File: src/rtl/ppm_pkg.sv
// ppm_pkg: constants, codes and carriers of the parallel port pin mux
// assumes: one pclk domain, register reached over a 32-bit APB slave

package ppm_pkg;

    // ------------------------------------------------------------------
    // register map
    // ------------------------------------------------------------------
    localparam int          ADDR_W          = 16;
    localparam logic [15:0] EXT_BUS_SEL_ADDR = 16'h1C00;
    localparam int          RESV_TOP_BIT    = 15;
    localparam int          ROUTE_LSB       = 12;
    localparam int          ROUTE_W         = 3;
    localparam int          ROUTE_LANE      = 1;
    localparam logic [2:0]  ROUTE_RESET     = 3'h0;

    // ------------------------------------------------------------------
    // pin count and route codes
    // ------------------------------------------------------------------
    localparam int          PIN_N           = 21;
    localparam int          LCD8_N          = 8;
    localparam logic [2:0]  ROUTE_LCD16     = 3'h0;
    localparam logic [2:0]  ROUTE_SPI_MIX   = 3'h1;
    localparam logic [2:0]  ROUTE_LCD_GPIO  = 3'h2;
    localparam logic [2:0]  ROUTE_LCD_SPI_B = 3'h3;
    localparam logic [2:0]  ROUTE_LCD_A_UART = 3'h4;
    localparam logic [2:0]  ROUTE_LCD_SPI_U = 3'h5;
    localparam logic [2:0]  ROUTE_CODE_6    = 3'h6;
    localparam logic [2:0]  ROUTE_CODE_7    = 3'h7;
    localparam logic [2:0]  ROUTE_PARK      = 3'h7;

    // ------------------------------------------------------------------
    // peripheral source codes
    // ------------------------------------------------------------------
    localparam int          SRC_N           = 7;
    localparam logic [2:0]  SRC_NONE        = 3'h0;
    localparam logic [2:0]  SRC_LCD         = 3'h1;
    localparam logic [2:0]  SRC_SPI         = 3'h2;
    localparam logic [2:0]  SRC_UART        = 3'h3;
    localparam logic [2:0]  SRC_GPIO        = 3'h4;
    localparam logic [2:0]  SRC_AUD_A       = 3'h5;
    localparam logic [2:0]  SRC_AUD_B       = 3'h6;

    // ------------------------------------------------------------------
    // carriers
    // ------------------------------------------------------------------
    typedef struct packed {
        logic [PIN_N-1:0] dout;
        logic [PIN_N-1:0] oe;
    } ppm_drive_s;

    typedef struct packed {
        logic [2:0] src;
        logic [4:0] idx;
    } ppm_slot_s;

endpackage : ppm_pkg

File: src/rtl/ppm_route.sv
// ppm_route: combinational pin map for one route code
// assumes: inputs already in pclk domain, caller registers the outputs

`timescale 1ns/10ps

module ppm_route
(
    // route selection
    input  wire logic [2:0]                                route,
    // peripheral drive and pin level
    input  wire ppm_pkg::ppm_drive_s [ppm_pkg::SRC_N-1:0]  src,
    input  wire logic [ppm_pkg::PIN_N-1:0]                 pin_level,
    // pin drive and peripheral receive
    output ppm_pkg::ppm_drive_s                            pin_drv,
    output logic [ppm_pkg::SRC_N-1:0][ppm_pkg::PIN_N-1:0]  rx
);

    // ------------------------------------------------------------------
    // slot helpers
    // ------------------------------------------------------------------
    function automatic ppm_pkg::ppm_slot_s slot(input logic [2:0] s,
                                                input int         i);
        ppm_pkg::ppm_slot_s r;
        r.src = s;
        r.idx = 5'(i);
        return r;
    endfunction : slot

    // eight pixel bits, then two groups of four
    function automatic ppm_pkg::ppm_slot_s lcd8(input int         p,
                                                input logic [2:0] a,
                                                input logic [2:0] b);
        ppm_pkg::ppm_slot_s r;
        r = slot(ppm_pkg::SRC_NONE, 0);
        if (p < 8)
            r = slot(ppm_pkg::SRC_LCD, p);
        else if (p < 12)
            r = slot(a, p - 8);
        else if (p < 16)
            r = slot(b, p - 12);
        return r;
    endfunction : lcd8

    // source and bit that own pin p under code c
    function automatic ppm_pkg::ppm_slot_s pin_map(input logic [2:0] c,
                                                   input int         p);
        ppm_pkg::ppm_slot_s r;
        r = slot(ppm_pkg::SRC_NONE, 0);
        case (c)
            ppm_pkg::ROUTE_LCD16:
                r = slot(ppm_pkg::SRC_LCD, p); // [RULE3]
            ppm_pkg::ROUTE_SPI_MIX:
            begin
                if (p < 7)
                    r = slot(ppm_pkg::SRC_SPI, p); // [RULE4]
                else if (p < 13)
                    r = slot(ppm_pkg::SRC_GPIO, p - 7);
                else if (p < 17)
                    r = slot(ppm_pkg::SRC_UART, p - 13);
                else
                    r = slot(ppm_pkg::SRC_AUD_A, p - 17);
            end
            ppm_pkg::ROUTE_LCD_GPIO:
                r = lcd8(p, ppm_pkg::SRC_GPIO, ppm_pkg::SRC_GPIO); // [RULE5]
            ppm_pkg::ROUTE_LCD_SPI_B:
                r = lcd8(p, ppm_pkg::SRC_SPI, ppm_pkg::SRC_AUD_B); // [RULE6]
            ppm_pkg::ROUTE_LCD_A_UART:
                r = lcd8(p, ppm_pkg::SRC_AUD_A, ppm_pkg::SRC_UART); // [RULE7]
            ppm_pkg::ROUTE_LCD_SPI_U:
                r = lcd8(p, ppm_pkg::SRC_SPI, ppm_pkg::SRC_UART); // [RULE8]
            default:
                r = slot(ppm_pkg::SRC_NONE, 0);
        endcase
        // gpio group in the pixel code is eight wide
        if (c == ppm_pkg::ROUTE_LCD_GPIO && p >= 8 && p < 16)
            r = slot(ppm_pkg::SRC_GPIO, p - 8);
        return r;
    endfunction : pin_map

    // ------------------------------------------------------------------
    // per-pin selection in both directions
    // ------------------------------------------------------------------
    ppm_pkg::ppm_slot_s m;

    always_comb
    begin
        pin_drv = '0;
        rx      = '0;
        m       = '0;
        for (int p = 0; p < ppm_pkg::PIN_N; p++)
        begin
            m = pin_map(route, p);
            if (m.src != ppm_pkg::SRC_NONE)
            begin
                pin_drv.dout[p]  = src[m.src].dout[m.idx];
                pin_drv.oe[p]    = src[m.src].oe[m.idx];
                rx[m.src][m.idx] = pin_level[p];
            end
        end
    end

endmodule : ppm_route

File: src/rtl/ppm_pin_mux.sv
// ppm_pin_mux: parallel port pin mux with its bus selection register
// assumes: APB master on pclk, peripherals on pclk, pins asynchronous
//
// Overview of operation
// [RULE1] bit 15 reads zero, writes ignored
// [RULE2] bits 14:12 select the pin sharing
// [RULE3] code 000 gives all 21 lcd lines
// [RULE4] code 001: spi7, gpio6, uart4, audio a4
// [RULE5] code 010: lcd pixel8 and gpio8
// [RULE6] code 011: lcd pixel8, spi4, audio b4
// [RULE7] code 100: lcd pixel8, audio a4, uart4
// [RULE8] code 101: lcd pixel8, spi4, uart4
// [RULE9] new routing effective next clock cycle
// [RULE10] fixed address, route field resets to 000
// [RULE11] software gates and resets peripherals around change
// [RULE12] codes 110 and 111 routing is parameterised
//
// Our own choices: register access over APB and the register offsets.

`timescale 1ns/10ps

module ppm_pin_mux
#(
    parameter logic [2:0] CODE6_ROUTE = ppm_pkg::ROUTE_PARK,
    parameter logic [2:0] CODE7_ROUTE = ppm_pkg::ROUTE_PARK
)
(
    // clock and reset
    input  wire logic                        pclk,
    input  wire logic                        presetn,
    // apb slave
    input  wire logic                        psel,
    input  wire logic                        penable,
    input  wire logic                        pwrite,
    input  wire logic [ppm_pkg::ADDR_W-1:0]  paddr,
    input  wire logic [31:0]                 pwdata,
    input  wire logic [3:0]                  pstrb,
    output logic      [31:0]                 prdata,
    output logic                             pready,
    output logic                             pslverr,
    // peripheral drive
    input  wire ppm_pkg::ppm_drive_s         lcd_drv,
    input  wire ppm_pkg::ppm_drive_s         spi_drv,
    input  wire ppm_pkg::ppm_drive_s         uart_drv,
    input  wire ppm_pkg::ppm_drive_s         port_gpio_lines_drv,
    input  wire ppm_pkg::ppm_drive_s         extra_audio_port_a_drv,
    input  wire ppm_pkg::ppm_drive_s         extra_audio_port_b_drv,
    // peripheral receive
    output logic [ppm_pkg::PIN_N-1:0]        lcd_rx,
    output logic [ppm_pkg::PIN_N-1:0]        spi_rx,
    output logic [ppm_pkg::PIN_N-1:0]        uart_rx,
    output logic [ppm_pkg::PIN_N-1:0]        port_gpio_lines_rx,
    output logic [ppm_pkg::PIN_N-1:0]        extra_audio_port_a_rx,
    output logic [ppm_pkg::PIN_N-1:0]        extra_audio_port_b_rx,
    // parallel port pins
    input  wire logic [ppm_pkg::PIN_N-1:0]   pin_in,
    output logic      [ppm_pkg::PIN_N-1:0]   pin_out,
    output logic      [ppm_pkg::PIN_N-1:0]   pin_oe
);

    // ------------------------------------------------------------------
    // bus decode
    // ------------------------------------------------------------------
    logic [2:0]  parallel_port_route_field;
    logic [2:0]  next_route_field;
    logic [2:0]  next_route;
    logic [31:0] rd_word;
    wire         addr_hit;
    wire         setup_phase;
    wire         wr_commit;

    // setup phase answers in the following access cycle
    assign addr_hit    = (paddr == ppm_pkg::EXT_BUS_SEL_ADDR); // [RULE10]
    assign setup_phase = psel & ~penable;
    assign wr_commit   = psel & penable & pready & pwrite & addr_hit
                       & pstrb[ppm_pkg::ROUTE_LANE];

    // only the route field is stored; bit 15 never stored
    assign next_route_field = wr_commit
        ? pwdata[ppm_pkg::ROUTE_LSB +: ppm_pkg::ROUTE_W] // [RULE2]
        : parallel_port_route_field;

    // readback: top bit and unused bits zero
    always_comb
    begin
        rd_word = '0; // [RULE1]
        rd_word[ppm_pkg::ROUTE_LSB +: ppm_pkg::ROUTE_W] =
            parallel_port_route_field;
    end

    // unlisted codes follow the parameters
    assign next_route =
        (next_route_field == ppm_pkg::ROUTE_CODE_6) ? CODE6_ROUTE : // [RULE12]
        (next_route_field == ppm_pkg::ROUTE_CODE_7) ? CODE7_ROUTE :
        next_route_field;

    // ------------------------------------------------------------------
    // bus selection register
    // ------------------------------------------------------------------
    // route field, reset to lcd16
    always_ff @(posedge pclk or negedge presetn)
    begin
        if (!presetn)
            parallel_port_route_field <= ppm_pkg::ROUTE_RESET; // [RULE10]
        else
            parallel_port_route_field <= next_route_field;
    end

    // apb answer, one wait-free access phase
    always_ff @(posedge pclk or negedge presetn)
    begin
        if (!presetn)
        begin
            pready  <= 1'b0;
            pslverr <= 1'b0;
            prdata  <= '0;
        end
        else
        begin
            pready  <= setup_phase;
            pslverr <= setup_phase & ~addr_hit;
            prdata  <= (setup_phase & ~pwrite & addr_hit) ? rd_word : '0;
        end
    end

    // ------------------------------------------------------------------
    // pin synchroniser
    // ------------------------------------------------------------------
    logic [ppm_pkg::PIN_N-1:0] pin_meta;
    logic [ppm_pkg::PIN_N-1:0] pin_sync;

    // two stages before any logic looks at the pins
    always_ff @(posedge pclk or negedge presetn)
    begin
        if (!presetn)
        begin
            pin_meta <= '0;
            pin_sync <= '0;
        end
        else
        begin
            pin_meta <= pin_in;
            pin_sync <= pin_meta;
        end
    end

    // ------------------------------------------------------------------
    // routing
    // ------------------------------------------------------------------
    ppm_pkg::ppm_drive_s [ppm_pkg::SRC_N-1:0]          src_all;
    ppm_pkg::ppm_drive_s                               pin_drv;
    logic [ppm_pkg::SRC_N-1:0][ppm_pkg::PIN_N-1:0]     rx_all;

    // sources indexed by their code, slot zero idle
    assign src_all[ppm_pkg::SRC_NONE]  = '0;
    assign src_all[ppm_pkg::SRC_LCD]   = lcd_drv;
    assign src_all[ppm_pkg::SRC_SPI]   = spi_drv;
    assign src_all[ppm_pkg::SRC_UART]  = uart_drv;
    assign src_all[ppm_pkg::SRC_GPIO]  = port_gpio_lines_drv;
    assign src_all[ppm_pkg::SRC_AUD_A] = extra_audio_port_a_drv;
    assign src_all[ppm_pkg::SRC_AUD_B] = extra_audio_port_b_drv;

    ppm_route u_route
    (
        .route     (next_route),
        .src       (src_all),
        .pin_level (pin_sync),
        .pin_drv   (pin_drv),
        .rx        (rx_all)
    );

    // new code drives the pins from the write edge on
    always_ff @(posedge pclk or negedge presetn)
    begin
        if (!presetn)
        begin
            pin_out <= '0;
            pin_oe  <= '0;
        end
        else
        begin
            pin_out <= pin_drv.dout; // [RULE9]
            pin_oe  <= pin_drv.oe;
        end
    end

    // received levels back to each peripheral
    always_ff @(posedge pclk or negedge presetn)
    begin
        if (!presetn)
        begin
            lcd_rx                <= '0;
            spi_rx                <= '0;
            uart_rx               <= '0;
            port_gpio_lines_rx    <= '0;
            extra_audio_port_a_rx <= '0;
            extra_audio_port_b_rx <= '0;
        end
        else
        begin
            lcd_rx                <= rx_all[ppm_pkg::SRC_LCD];
            spi_rx                <= rx_all[ppm_pkg::SRC_SPI];
            uart_rx               <= rx_all[ppm_pkg::SRC_UART];
            port_gpio_lines_rx    <= rx_all[ppm_pkg::SRC_GPIO];
            extra_audio_port_a_rx <= rx_all[ppm_pkg::SRC_AUD_A];
            extra_audio_port_b_rx <= rx_all[ppm_pkg::SRC_AUD_B];
        end
    end

    // ------------------------------------------------------------------
    // assertions
    // ------------------------------------------------------------------
    logic was_up;

    // marks cycles after the first one out of reset
    always_ff @(posedge pclk or negedge presetn)
    begin
        if (!presetn)
            was_up <= 1'b0;
        else
            was_up <= 1'b1;
    end

    wire rd_done = psel & penable & pready & ~pwrite;
    wire wr_done = psel & penable & pready & pwrite & addr_hit;
    wire [2:0] fld = parallel_port_route_field;

    a_top_bit_zero: assert property ( // [RULE1]
        @(posedge pclk) disable iff (!presetn)
        rd_done && addr_hit |-> prdata[15] == 1'b0 && prdata[31:16] == '0)
        else $error("top bit of select register not zero");

    a_field_written: assert property ( // [RULE2]
        @(posedge pclk) disable iff (!presetn)
        wr_done && pstrb[1] |=> fld == $past(pwdata[14:12]))
        else $error("route field did not take written value");

    a_field_readback: assert property ( // [RULE2]
        @(posedge pclk) disable iff (!presetn)
        rd_done && addr_hit |-> prdata[14:12] == fld)
        else $error("route field readback wrong");

    a_lcd16_route: assert property ( // [RULE3]
        @(posedge pclk) disable iff (!presetn)
        was_up && fld == 3'h0 |->
            pin_out == $past(lcd_drv.dout) && pin_oe == $past(lcd_drv.oe))
        else $error("lcd16 routing wrong");

    a_spi_mix_route: assert property ( // [RULE4]
        @(posedge pclk) disable iff (!presetn)
        was_up && fld == 3'h1 |->
            pin_out[6:0] == $past(spi_drv.dout[6:0])
            && pin_out[12:7] == $past(port_gpio_lines_drv.dout[5:0])
            && pin_out[16:13] == $past(uart_drv.dout[3:0])
            && pin_oe[20:17] == $past(extra_audio_port_a_drv.oe[3:0]))
        else $error("spi mix routing wrong");

    a_lcd_gpio_route: assert property ( // [RULE5]
        @(posedge pclk) disable iff (!presetn)
        was_up && fld == 3'h2 |->
            pin_out[15:8] == $past(port_gpio_lines_drv.dout[7:0])
            && pin_oe[20:16] == '0)
        else $error("lcd gpio routing wrong");

    a_lcd_spi_b_route: assert property ( // [RULE6]
        @(posedge pclk) disable iff (!presetn)
        was_up && fld == 3'h3 |->
            pin_out[11:8] == $past(spi_drv.dout[3:0])
            && pin_out[15:12] == $past(extra_audio_port_b_drv.dout[3:0]))
        else $error("lcd spi audio b routing wrong");

    a_lcd_a_uart_route: assert property ( // [RULE7]
        @(posedge pclk) disable iff (!presetn)
        was_up && fld == 3'h4 |->
            pin_out[11:8] == $past(extra_audio_port_a_drv.dout[3:0])
            && pin_oe[15:12] == $past(uart_drv.oe[3:0]))
        else $error("lcd audio a uart routing wrong");

    a_lcd_spi_u_route: assert property ( // [RULE8]
        @(posedge pclk) disable iff (!presetn)
        was_up && fld == 3'h5 |->
            pin_out[7:0] == $past(lcd_drv.dout[7:0])
            && pin_out[15:12] == $past(uart_drv.dout[3:0]))
        else $error("lcd spi uart routing wrong");

    a_route_latency: assert property ( // [RULE9]
        @(posedge pclk) disable iff (!presetn)
        wr_done && pstrb[1] && pwdata[14:12] == 3'h2 |=> pin_oe[20:16] == '0)
        else $error("new routing late");

    a_unmapped_error: assert property ( // [RULE10]
        @(posedge pclk) disable iff (!presetn)
        setup_phase && !addr_hit |=> pready && pslverr && prdata == '0)
        else $error("unmapped access not refused");

    a_park_code: assert property ( // [RULE12]
        @(posedge pclk) disable iff (!presetn)
        fld == 3'h7 && CODE7_ROUTE == 3'h7 |-> pin_oe == '0)
        else $error("parked code drives pins");

    c_write_lcd16: cover property (
        @(posedge pclk) disable iff (!presetn)
        wr_done && pwdata[14:12] == 3'h0);

    c_write_spi_mix: cover property (
        @(posedge pclk) disable iff (!presetn)
        wr_done && pwdata[14:12] == 3'h1);

    c_read_back: cover property (
        @(posedge pclk) disable iff (!presetn)
        rd_done && addr_hit);

    c_unmapped: cover property (
        @(posedge pclk) disable iff (!presetn)
        psel && penable && pready && pslverr);

endmodule : ppm_pin_mux

File: config.mk
export PLATFORM = sky130hd
export DESIGN_NAME = ppm_pin_mux
export DESIGN_NICKNAME = d
export VERILOG_FILES = /design/src/rtl/ppm_pkg.sv /design/src/rtl/ppm_route.sv /design/src/rtl/ppm_pin_mux.sv
export SDC_FILE = /design/constraint.sdc
export NUM_CORES = 1
export LEC_CHECK = 0
export BUFFER_PORTS_ARGS = -buffer_cell sky130_fd_sc_hd__buf_2
export CAP_MARGIN = 25
export CORE_AREA = 4 4 203 205
export CTS_CLUSTER_DIAMETER = 200
export DETAILED_ROUTE_END_ITERATION = 8
export DIE_AREA = 0 0 207 209
export SYNTH_ARGS = -nofsm -noshare
export SYNTH_HDL_FRONTEND = slang
export SYNTH_HIERARCHICAL = 1
export SYNTH_SLANG_ARGS = --single-unit
export TNS_END_PERCENT = 20
File: constraint.sdc
create_clock -name pclk -period 4.37 [get_ports pclk]
set_clock_uncertainty 0.1 [all_clocks]
set_input_delay 0.6555 -clock pclk [delete_from_list [all_inputs] [get_ports pclk]]
set_output_delay 0.6555 -clock pclk [all_outputs]
set_load 0.005 [all_outputs]
; Word level (Yosys, flattened, before mapping)
; Cells that the tools add are included.
[classes]
eq_ne = 8
magnitude_cmp = 84
muxes = 326
n_bitwise = 13
reduce_logical = 67
[ops]
columns = op, n
row1 = 2-to-1 mux 147 bit, 21
row2 = bitwise mux 147 bit, 20
row3 = binary-select mux 42 bit (select 3 bit), 21
row4 = demux 21 bit (select 3 bit), 21
row5 = 2-to-1 mux 42 bit, 21
row6 = 2-to-1 mux 21 bit, 21
row7 = case mux 8 bit (4 select lines), 8
row8 = binary-select mux 1 bit (select 5 bit), 42
row9 = bitwise AND 147 bit, 1
row10 = less-than comparator 5 x 6 -> 1 bit (second input constant), 21
row11 = case mux 7 bit (2 select lines), 8
row12 = demux 1 bit (select 5 bit), 21
row13 = >= comparator 5 x 1 -> 1 bit (second input constant), 21
row14 = 2-to-1 mux 1 bit, 105
row15 = case mux 8 bit (2 select lines), 5
row16 = 2-to-1 mux 8 bit, 8
row17 = nonzero test 3 bit, 21
row18 = less-than comparator 3 x 4 -> 1 bit (second input constant), 13
row19 = logical AND 1 bit, 42
row20 = >= comparator 3 x 1 -> 1 bit (second input constant), 13
row21 = less-than comparator 2 x 4 -> 1 bit (second input constant), 8
row22 = equality test 16 x 13 -> 1 bit (second input constant), 1
row23 = >= comparator 2 x 1 -> 1 bit (second input constant), 8
row24 = 2-to-1 mux 15 bit, 1
row25 = other kinds (9), 26
[word_totals]
reg_bits = 230
word_cells = 512
in_bits = 330
output_inout_bits = 202

; Depth between registers and ports, before layout
; Gate-level depths: netlist of run 1.
[logic_depth]
depth_word = 60
mapped_depth = 11
depth_no_buf = 8

; By module
; The synthesis of run 1 kept the hierarchy.
[by_module_without_submodules]
columns = mod, n_inst, cells_per_inst, seq_area_each_um2, area_per_inst_um2
row1 = ppm_pin_mux, 1, 269, 5455.2, 5880.6
row2 = ppm_route, 1, 345, 0.0, 2454.9

; Least setup slack after synthesis of run 1
; OpenSTA, ideal clock, no wires.
[synth_timing]
kind = input to register
start = input port paddr[15] (netlist name)
end = register pin_oe[3] (netlist name)
n_path_buf = 2
path_slack_ns = 1.502
setup_ns = 0.121
arrival_ns = 2.647
required_ns = 4.149
stages = 10
cell_sequence = nor4b_2 -> nand4_2 -> nor3_4 -> mux2_2 -> or2_1 -> buf_6 -> nor2_8 -> a21oi_4 -> buf_6 -> a22o_1
[synth_rtl]
columns = item, line_no
row1 = from (decl), ppm_pin_mux.sv:35  ; input wire logic [ppm_pkg::ADDR_W-1:0] paddr,
row2 = to (signal assigned), ppm_pin_mux.sv:183  ; pin_oe <= pin_drv.oe;
row3 = to (decl), ppm_pin_mux.sv:58  ; output logic [ppm_pkg::PIN_N-1:0] pin_oe

==> results of run 1 <==
-- cell usage in the layout, fill, tap and decap left out, drive strengths merged, types with 7 or more instances in the layout --
cell	instances
nand2	9
conb	110
and3	22
dfrtp	218
a22oi	15
and2	13
clkbuf	32
o22ai	8
a22o	16
o21ai	9
a21oi	15
mux4	7
mux2i	25
buf	329
inv	12
nor2	43
-- stage by stage --
stage	cell area [sq um]	hold slack [ps]	util
CTS	10800	77.1	0.275
detailed placement	9980	236	0.253
global route	10900	81.4	0.275
finish	10900	66.6	0.275
floorplan	8580	231	-
global placement	9980	233	0.253
-- layout make-up --
class                   instances  area, sq um
fillers                      4132        28600
flip-flops and latches        218         5460
multi-input cells             340         2110
repair buffers                329         1730
clock buffers                  32          692
well taps                     525          657
clock inverters                13          173
inverters                       8         30.0
diodes                          3         7.51
-- per-layer routing --
| layer | wire length [um] | share of wire | track usage | up-vias |
|---|---|---|---|---|
| met5 | 13 | 0.00053 | 0 | - |
| met4 | 679 | 0.028 | 0.0363 | 2 |
| met3 | 2800 | 0.11 | 0.0507 | 45 |
| met2 | 11600 | 0.47 | 0.181 | 317 |
| met1 | 9420 | 0.39 | 0.128 | 2622 |
| li1 | - | - | - | 2447 |
-- final timing paths --
kind,depth (start not counted),slack [ps],end,start
min in group pclk,1,120,pin_meta[12],pin_in[12]
setup reg to reg,8,1410,pin_out[10],pready
max in group asynchronous,2,3180,extra_audio_port_a_rx[2],presetn
setup / recovery,10,1100,pin_out[10],paddr[15]
hold / removal,1,70,pin_oe[1],presetn
hold reg to reg,0,240,pin_sync[8],pin_meta[8]
-- state kept, by name, summed over array words and instances (netlist names), 3 cells and up --
| name | flops |
|---|---|
| extra_audio_port_a_rx | 21 |
| extra_audio_port_b_rx | 21 |
| fld | 3 |
| lcd_rx | 21 |
| pin_meta | 21 |
| pin_oe | 21 |
| pin_out | 21 |
| pin_sync | 21 |
| port_gpio_lines_rx | 21 |
| prdata | 3 |
| spi_rx | 21 |
| uart_rx | 21 |
-- worst max-delay path, cell delays in order --
cell      delay [ps]
buf_2            100
nor4b_2          280
nand4_2          180
nor3_4           390
mux2_2           440
buf_4            240
nor2b_1          790
nand2b_1         120
a32oi_1          290
nor2_1            70
-- power by group through the flow --
stage / sequential [mW] / clock (mW) / combinational [mW]
after floorplan: 2.18 / 0 / 0.124
after global placement: 2.17 / 0 / 0.272
after detailed placement: 2.17 / 0 / 0.273
after CTS: 2.14 / 2.26 / 0.274
after global routing: 2.15 / 2.35 / 0.305
final: 2.14 / 2.17 / 0.269
==> results by group, run 1 <==
Clock network
  – CTS tree: yes
  – CTS hold repair buffers: 0
  – CTS Buf Count: 25
  – Clock-pin slew on the worst setup and hold paths: 60 ps
  – CTS HTree Levels: 1
  – CTS sink count: 218
  – Post-CTS setup repair buffer count: 0
  – Clock tree buffer depth: 3
  – CTS resizes: 0
  – Skew-Pair Late Insertion Delay: 540 ps
  – Root Driver: clkbuf_16

Floorplan
  – Initial core utilization: 0.207
  – Die Wd: 207 um
  – Full die area: 0.0433 sq mm
  – Die span in y: 209 um
  – Io pins: 532
  – Core Box Area: 0.0395 sq mm
  – # rows: 73

Run status
  – Outcome: completed

Setup path
  – CP Data Required Time: 4690 ps
  – Setup crit end kind: flip-flop
  – Startpoint types: input pin
  – Crit path max fanout: 8
  – Worst setup path class: input pin to flip-flop
  – WP data arrival: 3590 ps

Timing
  – Slew Viols, Final: 0
  – Setup_tns: 0 ps
  – Minimum clock period: 3270 ps
  – Slew margin rel.: 0.345
  – RSZ-0062 raised after global routing: false
  – Final setup violation count: 0
  – Final Worst Setup Slack: 1100 ps
  – Final worst path period share: 0.748
  – Fmax: 306 MHz
  – Slew at the pin with the worst max-slew slack: 981 ps
  – Hold Violations, Final: 0

Pwr
  – Sw frac: 0.227
  – Sw power: 1.04 mW
  – Internal power: 3.54 mW
  – Clock power frac: 0.475
  – Maximum VDD drop: 0.338 mV
  – Pwr Density: 422 mW/mm^2
  – Flop pwr share: 0.467
  – Logic gate share of total power: 0.059
  – Static leakage power: 5.45 nW
  – Total Power: 4.58 mW

Run
  – Max cap viols: 0

Place
  – Inst Count DP: 1420
  – Worst slack at placement: 512 ps
  – Post-DP HPWL: 18000 um
  – Port-buffer cells: 314
  – Final GP Congestion: 0.910

Global route
  – GRT Overall Usage: 0.110
  – Vias in the first global route: 5869
  – Remaining global-route overflow: 0
  – Initial antenna violation count: 7
  – Largest net degree at the start of global routing: 100
  – First-pass GRT wire length: 36800 um

Drt
  – 1st-iter DRT viols: 360
  – Via Count: 5433
  – Routed WL: 24500 um
  – # DRC: 0
  – Drt first pass iters: 5
  – DR WL/cell: 16.7 um
  – Vias/cell: 3.70
  – Final ANT Viol Nets: 0

Finish
  – Post-layout nets: 1252
  – Final non-filler cell total: 1468
  – Layout area overhead: 32.7%
  – Share of layout cells above drive strength 1: 0.421

Logic synthesis
  – Mapped Area: 0.00818 sq mm
  – Warnings from Yosys: 6
  – Syn Area/Cell: 13.8 sq um
  – Cells after Synth: 593

Hold path
  – Worst hold path type: input pin to asynchronous set/reset pin
(Power assumes the default switching activity.)
==> run 2: changes to the inputs <==
--- a/config.mk
+++ b/config.mk
@@ -5,12 +5,13 @@
 export SDC_FILE = /design/constraint.sdc
 export NUM_CORES = 1
 export LEC_CHECK = 0
+export ABC_AREA = 1
 export BUFFER_PORTS_ARGS = -buffer_cell sky130_fd_sc_hd__buf_2
 export CAP_MARGIN = 25
-export CORE_AREA = 4 4 203 205
+export CORE_AREA = 4 4 204 206
 export CTS_CLUSTER_DIAMETER = 200
 export DETAILED_ROUTE_END_ITERATION = 8
-export DIE_AREA = 0 0 207 209
+export DIE_AREA = 0 0 208 210
 export SYNTH_ARGS = -nofsm -noshare
 export SYNTH_HDL_FRONTEND = slang
 export SYNTH_HIERARCHICAL = 1
==> constraint.sdc (replaced) <==
create_clock -name pclk -period 3.2 [get_ports pclk]
set_clock_uncertainty 0.1 [all_clocks]
set_input_delay 0.48 -clock pclk [delete_from_list [all_inputs] [get_ports pclk]]
set_output_delay 0.48 -clock pclk [all_outputs]
set_load 0.005 [all_outputs]
==> results by group, run 2 <==
Timing
  – RSZ-0062 raised after global routing: false
  – Final setup violation count: 0 (unchanged)
  – Hold Violations, Final: 0 (unchanged)
  – Fmax: 332 MHz
  – Hold_ws: 54.2 ps (-12.4 ps)
  – Setup_tns: 0 ps (unchanged)
  – Slew at the pin with the worst max-slew slack: 723 ps (-258 ps)
  – Slew Viols, Final: 0 (unchanged)
  – Slew margin rel.: 0.518 (+0.174)
  – Final worst path period share: 0.941
  – Minimum clock period: 3010 ps

Logic synthesis
  – Warnings from Yosys: 6 (unchanged)
  – Cells after Synth: 1079 (+82%)
  – Syn Area/Cell: 8.96 sq um (-35%)
  – Mapped Area: 0.00967 sq mm (+18%)

Pwr
  – Static leakage power: 7.17 nW (+31%)
  – Sw frac: 0.228 (+0.000534)
  – Internal power: 5.15 mW (+46%)
  – Flop pwr share: 0.435 (-0.032)
  – Maximum VDD drop: 0.419 mV (+24%)
  – Pwr Density: 498 mW/mm^2 (+18%)
  – Sw power: 1.52 mW (+46%)
  – Clock power frac: 0.487 (+0.012)
  – Logic gate share of total power: 0.077 (+0.018)

Run
  – Max cap viols: 0 (unchanged)

Floorplan
  – Initial core utilization: 0.244 (+0.0368)
  – Core Box Area: 0.0396 sq mm (+0.46%)
  – # rows: 73 (unchanged)
  – Full die area: 0.0437 sq mm (+0.96%)
  – Die span in y: 210 um (+0.48%)
  – Io pins: 532 (unchanged)
  – Die Wd: 208 um (+0.48%)

Setup path
  – CP bufs+invs: 4 (+2)
  – CP Data Required Time: 3550 ps (-1140 ps)
  – Crit-path cells: dlygate4sd3_1, buf_2, nand2_1, nor2_4, nand4_1, nand2_2, buf_4, inv_4, nand3_2, nand3_2, o21ai_0, nand2_1, nor2_1, o21ai_0, nor2_1
  – Setup crit end kind: flip-flop
  – CP max stage cell: dlygate4sd3_1
  – CP delay by family, top: simple AND/OR/NAND/NOR gates
  – WP data arrival: 3360 ps (-230 ps)
  – Worst setup path class: input pin to flip-flop
  – Crit path max fanout: 24 (+16)
  – Startpoint types: input pin
  – Largest stage delay, worst path: 520 ps (-270 ps)
  – Internal reg-to-reg setup slack: 370 ps (-1040 ps)

Drt
  – DR WL/cell: 17.0 um (+2.0%)
  – Routed WL: 35500 um (+45%)
  – # DRC: 0 (unchanged)
  – Vias/cell: 4.16 (+12%)
  – Final ANT Viol Nets: 0 (unchanged)
  – 1st-iter DRT viols: 513 (+43%)
  – Drt first pass iters: 5 (unchanged)
  – Via Count: 8685 (+60%)

Run status
  – Outcome: completed

Clock network
  – Root Driver: clkbuf_16
  – CTS sink count: 218 (unchanged)
  – Clock-pin slew on the worst setup and hold paths: 60 ps (about the same)
  – CTS tree: yes
  – Skew-Pair Late Insertion Delay: 550 ps (about the same)
  – Post-CTS setup repair buffer count: 0 (unchanged)
  – Clock tree buffer depth: 3 (unchanged)
  – CTS HTree Levels: 1 (unchanged)
  – CTS Buf Count: 25 (unchanged)

Place
  – Port-buffer cells: 365 (+16%)
  – Post-DP HPWL: 27100 um (+51%)
  – Final GP Congestion: 0.956 (+5.0%)

Global route
  – First-pass GRT wire length: 53500 um (+46%)
  – GRT Overall Usage: 0.157 (+0.0468)
  – Vias in the first global route: 8977 (+53%)
  – Largest net degree at the start of global routing: 102 (+2.0%)
  – Initial antenna violation count: 4 (-3)
  – Remaining global-route overflow: 0 (unchanged)

Finish
  – Post-layout nets: 1871 (+49%)
  – Most frequent cells in the layout: buf_2, nand2_1, dfrtp_1, conb_1, nor2_1
  – Commonest non-fill, non-tap cell in the layout: buf_2
  – Share of layout cells above drive strength 1: 0.317 (-0.105)
  – Filler cells: 4149 (+0.41%)
  – Layout area overhead: 38.5%

Hold path
  – Worst hold path type: input pin to flip-flop
run 2: area by class of cell:
class	count	area [sq um]	area share
diodes	2	5.00	0.000374
flip-flops and latches	218	5460	0.407
well taps	525	657	0.0490
clock inverters	15	254	0.0190
clock buffers	31	698	0.0521
multi-input cells	755	3330	0.249
inverters	93	355	0.0265
repair buffers	448	2640	0.197
run 2: worst reg2reg max path, stage by stage, from the launching register on:
cell and delay (ps):
dfrtp_1 340, nand3_1 110, nor2_4 140, nand4_1 160
nand2_2 110, buf_4 320, inv_4 220, nand3_2 160
nand3_2 350, o21ai_0 230, nand2_1 110, nor2_1 90
o21ai_0 80, nor2_1 210
run 2: final timing paths:
kind	cells past startpoint	to	startpoint
worst max-delay path	15	pin_oe[10]	penable
worst min-delay path	2	pin_out[6]	lcd_drv[27]
worst max register to register	13	pin_oe[10]	pready
worst min register to register	0	pin_sync[13]	pin_meta[13]
max in group asynchronous	3	spi_rx[13]	presetn
min in group asynchronous	2	extra_audio_port_b_rx[14]	presetn
run 2: routing by layer:
layer,wire length (um),global-route usage,vias up,part of all wire
met4,1130,0.0462,4,0.032
met3,3780,0.0633,65,0.11
met1,13800,0.185,4070,0.39
met2,16700,0.264,437,0.47
met5,28,0,-,0.00079
li1,-,-,4109,-
run 2: per-stage QoR:
| step | instances | setup slack [ps] | cell area (sq um) | total power, mW | util |
|---|---|---|---|---|---|
| 4_1_cts | 2085 | 189 | 13400 | 6.81 | 0.338 |
| 6_report | 2087 | 188 | 13400 | 6.67 | 0.338 |
| 2_1_floorplan | 1218 | 807 | 10200 | 3.19 | - |
| 3_3_place_gp | 2009 | 7.81 | 12100 | 3.44 | 0.306 |
| 3_5_place_dp | 2009 | -5.93 | 12100 | 3.44 | 0.306 |
| 5_1_grt | 2086 | 16.5 | 13400 | 6.99 | 0.338 |
run 2: power groups by stage:
stage          clock (mW)  sequential, mW  combinational, mW
2_1_floorplan           0            2.97              0.223
3_3_place_gp            0            2.95              0.485
3_5_place_dp            0            2.96              0.489
4_1_cts              3.38            2.91              0.521
5_1_grt              3.49            2.92              0.587
6_report             3.25            2.91              0.515
run 2: timing repair:
| item | CTS | global route |
|---|---|---|
| hold endpoints to repair | 126 | 0 |
| resized for setup | 0 | 1 |
| setup endpoints to repair | 0 | 5 |
| hold buffers | 30 | 0 |
